--- src/hdl/pllc_params.svh ---
`ifndef PLLC_PARAMS_SVH
`define PLLC_PARAMS_SVH

`define PLLC_NUM_OUT 6
`define PLLC_PRIMARY_IDX 5
`define PLLC_SEL_SEC1 3'h0
`define PLLC_SEL_PRIMARY 3'h5
`define PLLC_DIR_DELAY 1'b0
`define PLLC_FINE_PER_DIV 3
`define PLLC_HALF_SHIFT 2
`define PLLC_LOAD_UNIT_SHIFT 3
`define PLLC_CNT_W 10
`define PLLC_OFF_W 12
`define PLLC_LOCK_W 18
`define PLLC_CLK_HZ 20000000
`define PLLC_MS_PER_S 1000
`define PLLC_LOCK_TIME_MS 10
`define PLLC_LOCK_CYCLES (`PLLC_LOCK_TIME_MS * `PLLC_CLK_HZ / `PLLC_MS_PER_S)

`endif

--- src/hdl/pllc_pkg.sv ---
package pllc_pkg;

    // static per-output divider settings
    typedef struct packed {
        logic [6:0] output_divide_ratio;
        logic [6:0] coarse_phase_setting;
        logic [2:0] fine_phase_setting;
    } pllc_out_cfg_type;

    typedef struct packed {
        logic [2:0] shift_output_select;
        logic shift_direction;
    } pllc_shift_req_type;

    typedef enum logic [1:0] {
        PLLC_ST_STANDBY,
        PLLC_ST_RELOCK,
        PLLC_ST_LOCKED
    } pllc_state_type;

endpackage

--- src/hdl/pllc_ctrl.sv ---
// Overview of operation
// - direction 0 delays, 1 advances output
// - select 000 picks first secondary output
// - codes 001..101 pick secondary 2..5, primary
// - step shifts fine over eight times divide
// - step request taken on falling edge
// - delay glitch free, advance may glitch
// - load shifts coarse minus divide, from unshifted
// - coarse and divide both one: no shift
// - per-output enable, disabled held low, glitchless
// - re-enabled output restarts on primary fall
// - no enable for feedback or absent outputs
// - standby stops counters, all outputs low
// - restart and relock within ten milliseconds
// - lock indication, sticky or drops on loss
`timescale 1ns/1ps
`include "pllc_params.svh"

module pllc_ctrl
    import pllc_pkg::*;
#(
    parameter int LOCK_CYCLES = `PLLC_LOCK_CYCLES,
    parameter bit STICKY_LOCK = 1'b0,
    parameter logic [5:0] GATE_AVAIL = 6'h3f
)
(
    // clock and reset
    input wire logic clk_i,
    input wire logic resetn_i,
    // static divider settings, index = select code
    input wire pllc_out_cfg_type out_cfg_i [`PLLC_NUM_OUT],
    // dynamic phase shift
    input wire logic [2:0] shift_output_select_i,
    input wire logic shift_direction_i,
    input wire logic vco_step_strobe_i,
    input wire logic divider_phase_load_strobe_i,
    // output gates
    input wire logic primary_out_gate_i,
    input wire logic secondary_out_gate_1_i,
    input wire logic secondary_out_gate_2_i,
    input wire logic secondary_out_gate_3_i,
    input wire logic secondary_out_gate_4_i,
    input wire logic secondary_out_gate_5_i,
    // standby and reference status
    input wire logic standby_request_i,
    input wire logic ref_clock_valid_i,
    // clocks and lock
    output logic primary_out_clock_o,
    output logic secondary_out_clock_1_o,
    output logic secondary_out_clock_2_o,
    output logic secondary_out_clock_3_o,
    output logic secondary_out_clock_4_o,
    output logic secondary_out_clock_5_o,
    output logic lock_o
);

    function automatic logic [5:0] sel_decode(input logic [2:0] sel);
        logic [5:0] hot;
        hot = 6'h00;
        if (sel <= `PLLC_SEL_PRIMARY)
        begin
            hot = 6'h01 << (sel - `PLLC_SEL_SEC1);
        end
        return hot;
    endfunction

    // two-stage synchronisers for all pin inputs except reset and the divider settings
    localparam int NSYNC = 14;
    logic [NSYNC-1:0] sync_a;
    logic [NSYNC-1:0] sync_b;
    wire [NSYNC-1:0] pins = {primary_out_gate_i, secondary_out_gate_5_i,
        secondary_out_gate_4_i, secondary_out_gate_3_i,
        secondary_out_gate_2_i, secondary_out_gate_1_i,
        shift_output_select_i, shift_direction_i, vco_step_strobe_i,
        divider_phase_load_strobe_i, standby_request_i, ref_clock_valid_i};

    always_ff @(posedge clk_i)
    begin
        if (!resetn_i)
        begin
            sync_a <= '0;
            sync_b <= '0;
        end
        else
        begin
            sync_a <= pins;
            sync_b <= sync_a;
        end
    end

    pllc_shift_req_type req;
    wire [5:0] gate_s = sync_b[13:8];
    wire step_s = sync_b[3];
    wire load_s = sync_b[2];
    wire stby_s = sync_b[1];
    wire ref_ok_s = sync_b[0];
    assign req.shift_output_select = sync_b[7:5];
    assign req.shift_direction = sync_b[4];

    // strobe edge detection on the synchronised copies
    logic step_q;
    logic load_q;
    wire step_fall = step_q & ~step_s;
    wire load_fall = load_q & ~load_s;
    // caller keeps select steady across strobes, so no lock is taken here
    wire [5:0] target_hot = sel_decode(req.shift_output_select);

    // standby and lock sequencing
    pllc_state_type state;
    pllc_state_type next_state;
    logic [`PLLC_LOCK_W-1:0] lock_cnt;
    logic [`PLLC_LOCK_W-1:0] next_lock_cnt;
    logic next_lock;
    wire lock_done = lock_cnt >= `PLLC_LOCK_W'(LOCK_CYCLES - 1);

    always_comb
    begin
        next_state = state;
        next_lock_cnt = lock_cnt;
        next_lock = lock_o;
        case (state)
            PLLC_ST_STANDBY:
            begin
                next_lock = 1'b0;
                next_lock_cnt = '0;
                if (!stby_s)
                begin
                    next_state = PLLC_ST_RELOCK;
                end
            end
            PLLC_ST_RELOCK:
            begin
                next_lock = 1'b0;
                if (ref_ok_s)
                begin
                    next_lock_cnt = lock_cnt + 1'b1;
                end
                if (ref_ok_s && lock_done)
                begin
                    next_state = PLLC_ST_LOCKED;
                    next_lock = 1'b1;
                end
            end
            PLLC_ST_LOCKED:
            begin
                // sticky lock ignores a lost reference
                if (!ref_ok_s && !STICKY_LOCK)
                begin
                    next_state = PLLC_ST_RELOCK;
                    next_lock = 1'b0;
                    next_lock_cnt = '0;
                end
            end
            default:
            begin
                next_state = PLLC_ST_RELOCK;
                next_lock = 1'b0;
            end
        endcase
        if (stby_s)
        begin
            next_state = PLLC_ST_STANDBY;
            next_lock = 1'b0;
        end
    end

    always_ff @(posedge clk_i)
    begin
        if (!resetn_i)
        begin
            state <= PLLC_ST_RELOCK;
            lock_cnt <= '0;
            lock_o <= 1'b0;
        end
        else
        begin
            state <= next_state;
            lock_cnt <= next_lock_cnt;
            lock_o <= next_lock;
        end
    end

    wire run = (state != PLLC_ST_STANDBY) && !stby_s;

    // per-output divider, phase and gate
    logic [5:0] raw;
    logic [5:0] oclk;
    logic [5:0] gate;
    logic prim_ref;
    wire prim_fall = prim_ref & ~raw[`PLLC_PRIMARY_IDX];

    always_ff @(posedge clk_i)
    begin
        if (!resetn_i)
        begin
            prim_ref <= 1'b0;
            step_q <= 1'b0;
            load_q <= 1'b0;
        end
        else
        begin
            prim_ref <= raw[`PLLC_PRIMARY_IDX];
            step_q <= step_s;
            load_q <= load_s;
        end
    end

    genvar i;
    generate
        for (i = 0; i < `PLLC_NUM_OUT; i++)
        begin : g_out
            logic [`PLLC_CNT_W-1:0] cnt;
            logic signed [`PLLC_OFF_W-1:0] pend;
            logic signed [`PLLC_OFF_W-1:0] offs;
            wire pllc_out_cfg_type cfg = out_cfg_i[i];
            // period is eight fine units per divide step
            wire [`PLLC_CNT_W-1:0] period = `PLLC_CNT_W'(
                {cfg.output_divide_ratio, 3'h0});
            wire [`PLLC_CNT_W-1:0] half = `PLLC_CNT_W'(
                {cfg.output_divide_ratio, 2'h0});
            wire [`PLLC_CNT_W:0] inc = (pend < 0) ? 11'h002 : 11'h001;
            wire [`PLLC_CNT_W:0] sum = {1'b0, cnt} + inc;
            wire [`PLLC_CNT_W-1:0] wrapped = (sum >= {1'b0, period})
                ? `PLLC_CNT_W'(sum - {1'b0, period})
                : sum[`PLLC_CNT_W-1:0];
            wire signed [`PLLC_OFF_W-1:0] fine_amt =
                `PLLC_OFF_W'({1'b0, cfg.fine_phase_setting});
            wire signed [`PLLC_OFF_W-1:0] step_delta =
                (req.shift_direction == `PLLC_DIR_DELAY)
                ? fine_amt : -fine_amt;
            // coarse minus divide, in divide steps of eight fine units, from unshifted
            wire signed [`PLLC_OFF_W-1:0] load_tgt_raw =
                (`PLLC_OFF_W'(cfg.coarse_phase_setting)
                - `PLLC_OFF_W'(cfg.output_divide_ratio))
                <<< `PLLC_LOAD_UNIT_SHIFT;
            wire signed [`PLLC_OFF_W-1:0] load_tgt =
                (req.shift_direction == `PLLC_DIR_DELAY)
                ? load_tgt_raw : -load_tgt_raw;
            wire step_hit = step_fall & target_hot[i];
            wire load_hit = load_fall & target_hot[i];
            wire signed [`PLLC_OFF_W-1:0] req_delta = load_hit
                ? (load_tgt - offs) : (step_hit ? step_delta : '0);
            // delay stalls the counter, advance skips counts
            wire signed [`PLLC_OFF_W-1:0] drain = (pend > 0)
                ? -`PLLC_OFF_W'sd1 : ((pend < 0) ? `PLLC_OFF_W'sd1 : '0);
            wire avail = GATE_AVAIL[i];
            wire en = avail ? gate_s[i] : 1'b1;
            // disable only while low, enable only at primary fall
            wire next_gate = en ? (gate[i] | prim_fall)
                : (gate[i] & raw[i]);

            assign raw[i] = run && (cnt < half);

            always_ff @(posedge clk_i)
            begin
                if (!resetn_i)
                begin
                    cnt <= '0;
                    pend <= '0;
                    offs <= '0;
                    gate[i] <= 1'b0;
                    oclk[i] <= 1'b0;
                end
                else if (!run)
                begin
                    cnt <= '0;
                    pend <= '0;
                    // restart is unshifted, so the offset must go too
                    offs <= '0;
                    gate[i] <= en;
                    oclk[i] <= 1'b0;
                end
                else
                begin
                    cnt <= (pend > 0) ? cnt : wrapped;
                    pend <= pend + drain + req_delta;
                    offs <= offs + req_delta;
                    gate[i] <= next_gate;
                    oclk[i] <= raw[i] & next_gate;
                end
            end
        end
    endgenerate

    assign secondary_out_clock_1_o = oclk[0];
    assign secondary_out_clock_2_o = oclk[1];
    assign secondary_out_clock_3_o = oclk[2];
    assign secondary_out_clock_4_o = oclk[3];
    assign secondary_out_clock_5_o = oclk[4];
    assign primary_out_clock_o = oclk[`PLLC_PRIMARY_IDX];

endmodule

--- config.mk ---
export PLATFORM = sky130hd
export DESIGN_NAME = pllc_ctrl
export DESIGN_NICKNAME = d
export VERILOG_FILES = /design/src/hdl/pllc_pkg.sv /design/src/hdl/pllc_ctrl.sv
export VERILOG_INCLUDE_DIRS = /design/src /design/src/hdl
export SDC_FILE = /design/constraint.sdc
export NUM_CORES = 1
export LEC_CHECK = 0
export BUFFER_PORTS_ARGS = -buffer_cell sky130_fd_sc_hd__buf_2
export CAP_MARGIN = 20
export CORE_ASPECT_RATIO = 0.6
export CORE_UTILIZATION = 40
export CTS_CLUSTER_SIZE = 28
export DETAILED_ROUTE_END_ITERATION = 8
export HOLD_SLACK_MARGIN = 0.03
export PLACE_DENSITY = 0.53
export SLEW_MARGIN = 10
export SYNTH_ARGS = -nofsm -noshare
export SYNTH_HDL_FRONTEND = slang
export SYNTH_SLANG_ARGS = --single-unit
export TNS_END_PERCENT = 10
--- constraint.sdc ---
create_clock -name clk_i -period 10.8 [get_ports clk_i]
set_input_delay 2.16 -clock clk_i [delete_from_list [all_inputs] [get_ports clk_i]]
set_output_delay 2.16 -clock clk_i [all_outputs]
set_load 0.05 [all_outputs]
# After elaboration in Yosys (flattened, before gate mapping)

Index checks and enable logic that the tools add are counted.

Word-level logic and storage cells: 253
Input bits: 118
Flip-flop bits (word level): 268

Shift operators: 1
Bitwise operators: 37
Equal/unequal tests: 7
Reductions and logical operators: 17
Order comparisons: 26
Multiplexer cells: 71
Add/subtract/negate cells: 55

Operator list:

| kind                                                                             | number |
|---|---|
| 12-bit two-way mux                                                               | 30 |
| 12-bit adder                                                                     | 18 |
| 12-bit by 1-bit greater-than comparator with 1-bit output, second input constant | 6 |
| 12-bit by 1-bit less-than comparator with 1-bit output, second input constant    | 6 |
| 11-bit negation with 12-bit output                                               | 6 |
| 3-bit negation with 12-bit output                                                | 6 |
| 12-bit subtractor                                                                | 6 |
| 10-bit by 2-bit adder with 11-bit output                                         | 6 |
| 11-bit by 10-bit greater-or-equal comparator with 1-bit output                   | 6 |
| 10-bit by 9-bit less-than comparator with 1-bit output                           | 6 |
| 10-bit two-way mux                                                               | 6 |
| 10-bit subtractor                                                                | 6 |
| 18-bit one-hot mux with 3 select lines                                           | 1 |
| 7-bit by 7-bit subtractor with 8-bit output                                      | 6 |
| 18-bit two-way mux                                                               | 2 |
| 1-bit AND                                                                        | 27 |
| 1-bit two-way mux                                                                | 21 |
| 18-bit by 1-bit adder with 18-bit output, second input constant                  | 1 |
| 18-bit greater-or-equal comparator, second input constant                        | 1 |
| 2-bit two-way mux                                                                | 8 |
| 1-bit logical AND                                                                | 8 |
| 6-bit two-way mux                                                                | 1 |
| 2-bit inequality test, second input constant                                     | 3 |
| 3-bit inequality test, second input constant                                     | 2 |
| 15 further kinds                                                                 | 25 |

# Longest topological paths before layout

Depth in word-level cells: 8
Gate-level depth with buffers: 27

# Least setup slack after synthesis

OpenSTA, ideal clock, no wires.

Kind: input -> register
Start point: input port out_cfg_i[71] (netlist bit)
End point: register g_out[1].pend[11]
Library setup time: 0.114 ns
Slack: 3.944 ns
Path buffers: 0
Stages: 25
Data arrival time: 6.742 ns
Cells stage by stage: inv_1 ha_1 fa_1 ha_1 nand2_1 o21ai_0 ha_1 o21a_1 o21ai_0 a21boi_0 o21ai_0 nor2b_1 xnor2_1 a21oi_1 nand2b_1 fa_1 inv_1 ha_1 or3_1 a311o_1 o211ai_1 o21ai_0 xnor2_1 o2111ai_1 a21bo_1

Word-level cells in the longest chain between the ends: 6

RTL lines:

| item                                                           | RTL line         | text |
|---|---|---|
| start, declared                                                | pllc_ctrl.sv:31  | `` input wire pllc_out_cfg_type out_cfg_i [`PLLC_NUM_OUT], `` |
| 7-bit by 7-bit subtractor with 8-bit output (no source line) * | n/a              |  |
| 11-bit negation with 12-bit output                             | pllc_ctrl.sv:238 | `? load_tgt_raw : -load_tgt_raw;` |
| 12-bit two-way mux *                                           | pllc_ctrl.sv:237 | `` (req.shift_direction == `PLLC_DIR_DELAY) `` |
| 12-bit subtractor *                                            | pllc_ctrl.sv:242 | `? (load_tgt - offs) : (step_hit ? step_delta : '0);` |
| 12-bit two-way mux *                                           | pllc_ctrl.sv:242 |  |
| 12-bit adder *                                                 | pllc_ctrl.sv:276 | `pend <= pend + drain + req_delta;` |
| end signal, assigned                                           | pllc_ctrl.sv:276 |  |
| end, declared                                                  | pllc_ctrl.sv:213 | `` logic signed [`PLLC_OFF_W-1:0] pend; `` |

Mark *: on every way between the ends. The rest lies on a longest branch, timed or not.
A chain may end at the register's enable or synchronous reset.

# Final worst setup path

Start point: input port out_cfg_i[78] (netlist bit)
End point: register g_out[1].pend[11]

Same word-level chain as after synthesis.

==> flow_summary.ini <==
[drt]
route.detailed.drc = 0
via_per_inst = 5.32
vias = 22500
drtIter0Drc = 1218
drtAntennaViolNets = 0
finalWirelength_um = 71400
drt_pass1_iterations = 5
wl_per_cell_um = 16.9

[clocking]
h-tree-depth = 1
clk_latency_ps = 610
cts_tree = built
clock-sinks = 268
hold_buffers = 0
clockRootBuffer = clkbuf_16
clk_pin_slew_ps = 70
cts-buffers-inserted = 31
cts_setup_buffers = 0
post_cts_resized = 0
clk_path_buf_depth = 3

[layout]
synthToLayoutAreaGrowth_pct = 9.79
final_common_cell = inv_1
fillers = 6275
drive_gt1_frac = 0.0695
nets = 3905
layout_common_cells = inv_1, nor2_1, ha_1
post-route-cell-area_um2 = 28500

[placed_design]
place.gp.congestion = 0.869
portBuffers = 124
dpl_cell_area_um2 = 27500
dp.final_hpwl_um = 55900

[pwr]
power_density_nw_per_um2 = 199
p_seq_frac = 0.231
ir_drop_v = 0.000135
p_sw_frac = 0.435
p_int_uw = 3210
p_leak_uw = 0.0133
p_comb_frac = 0.578
finalPower_uw = 5680
p_clk_frac = 0.192
p_sw_uw = 2470

[timing]
period_minus_slack_ps = 6870
max_freq_mhz = 146
rsz0062_at_grt = no
worstMarginPinSlew_ps = 1060
finClkSkew_ps = 14.2
hold_viol_final = 0
setup_viol = 0
whs_ps = 431
fin_crit_sh = 0.636
drv_slew = 0
setup-tns-final_ps = 0
slew_headroom = 0.290

[floorplanning]
die_h_um = 199
dieArea_um2 = 65900
start_util = 0.410
fp.coreArea_um2 = 63300
row_count = 71
io_pins = 125
die_x_um = 331

[logic_synthesis]
syn-cell-area_um2 = 25900
syn_area_per_cell_um2 = 7.98
synth_ff_type = dfxtp_1
seq_area_frac_synth = 0.207
yosys_warnings = 0
synth-edff-count = 0
syn_inst = 3251
synth_fp_nets = 3796
ys_types = 82
ys_ff_latch = 268
async_flop_share = 0

[run_status]
outcome = finished, final reports clean

[global_route]
grt_max_degree = 81
grt_pass1_wl_um = 115000
grt_usage = 0.216
antenna_found_initial = 2
grt_pass1_vias = 21500
overflow = 0

[critical_path]
cp_max_fo = 4
required_ps = 11350
worstPathArrival_ps = 7420
timing.rr.end = g_out[1].pend[11]
cp-end-kind = register
rrSetupSlack_ps = 4540
r2r_cells = 22
rr_startpoint = sync_b[4]
critPathLaunchType = primary input
critPathKind = in2reg

[hold_path]
whs_endpoint = sync_b[1]
hold_path_depth = 1
hold_path.class = reg2reg
hold_start = sync_a[1]

[flow_run]
cap_viol_max_count = 0
==> Yosys cell counts (40+ instances only) <==
cell type / n / area, µm²
nand2b_1: 41 / 257
a211oi_1: 40 / 300
nor3_1: 88 / 440
ha_1: 331 / 4140
and3_1: 60 / 375
and2_1: 49 / 307
nand2_1: 142 / 533
xnor2_1: 184 / 1610
o21ai_0: 138 / 691
nor2_1: 347 / 1300
dfxtp_1: 268 / 5370
a21o_1: 102 / 766
a21oi_1: 187 / 936
nor2b_1: 49 / 307
fa_1: 96 / 1920
nand3_1: 57 / 285
clkbuf_1: 50 / 188
xor2_1: 113 / 990
inv_1: 464 / 1740
==> metal layers <==
layer | vias up | share of wire | GRT usage | wire length [µm]
met5 | - | 0.00013 | 0 | 9
met4 | 2 | 0.019 | 0.0401 | 1380
met3 | 82 | 0.045 | 0.0282 | 3230
met2 | 431 | 0.40 | 0.312 | 28300
met1 | 10600 | 0.54 | 0.337 | 38500
li1 | 11300 | - | - | -
==> sequential cells by signal (all words and copies together), names as in the netlist <==
register                 flops
state                        2
secondary_out_clock_1_o      1
g_out.offs                  72
load_q                       1
secondary_out_clock_5_o      1
lock_o                       1
sync_a                      14
primary_out_clock_o          1
secondary_out_clock_3_o      1
step_q                       1
lock_cnt                    18
sync_b                      14
g_out.cnt                   60
gate                         6
secondary_out_clock_4_o      1
g_out.pend                  72
prim_ref                     1
secondary_out_clock_2_o      1
==> power by group through the flow <==
| stage | Combinational [µW] | Clock [µW] | Sequential (µW) |
|---|---|---|---|
| after floorplan | 2600 | 0 | 1280 |
| after global placement | 3170 | 0 | 1330 |
| after detailed placement | 3250 | 0 | 1330 |
| after CTS | 3290 | 1120 | 1310 |
| after global routing | 3750 | 1160 | 1330 |
| final | 3280 | 1090 | 1310 |
==> cells by family after synthesis <==
family                     share of synthesized area
and+or+nand+nor                                0.190
xor gates and xnor gates                       0.100
AOI/OAI and AO/OA                              0.179
muxes                                         0.0124
adders and majority gates                      0.234
DFF                                            0.207
buffers and inverters                         0.0782
==> worst max-delay path by stage <==
stage	startpoint	end	slack, ps	cells past startpoint
2_1_floorplan	out_cfg_i[71]	g_out[1].pend[11]	3940	25
3_3_place_gp	out_cfg_i[71]	g_out[1].pend[11]	3470	26
3_5_place_dp	out_cfg_i[71]	g_out[1].pend[11]	3360	26
4_1_cts	out_cfg_i[78]	g_out[1].pend[11]	3970	25
5_1_grt	out_cfg_i[71]	g_out[1].pend[11]	3540	26
6_report	out_cfg_i[78]	g_out[1].pend[11]	3930	25
==> metrics by stage <==
step,setup slack [ps],util,cells
final,3930,0.450,4222
after global routing,3540,0.450,4221
after CTS,3970,0.449,4219
after detailed placement,3360,0.433,4164
after global placement,3470,0.433,4164
after floorplan,3940,-,3251
==> final cells by class <==
cell class                      count  area (µm²)  area share
Multi-Input combinational cell   2454       18600       0.652
Sequential cell                   268        5370       0.188
Inverter                          464        1740      0.0611
Tap cell                          839        1050      0.0369
Clock buffer                       46         932      0.0327
Timing Repair Buffer              141         748      0.0263
Clock inverter                      9        77.6     0.00272
Antenna cell                        1        2.50   0.0000879
==> critical path, cell delays in order <==
cell	delay, ps
buf_2	120
ha_1	200
fa_1	490
ha_1	290
nand2_1	60
o21ai_0	90
ha_1	340
o21a_1	130
o21ai_0	190
a21boi_0	170
o21ai_0	220
nor2b_1	210
xnor2_1	140
a21oi_1	110
nand2b_1	180
fa_1	510
inv_1	40
ha_1	220
or3_1	370
a311o_1	290
o211ai_1	130
o21ai_0	150
xnor2_1	220
o2111ai_1	140
a21bo_1	230
Note: power is estimated with default switching activity, not from simulation.
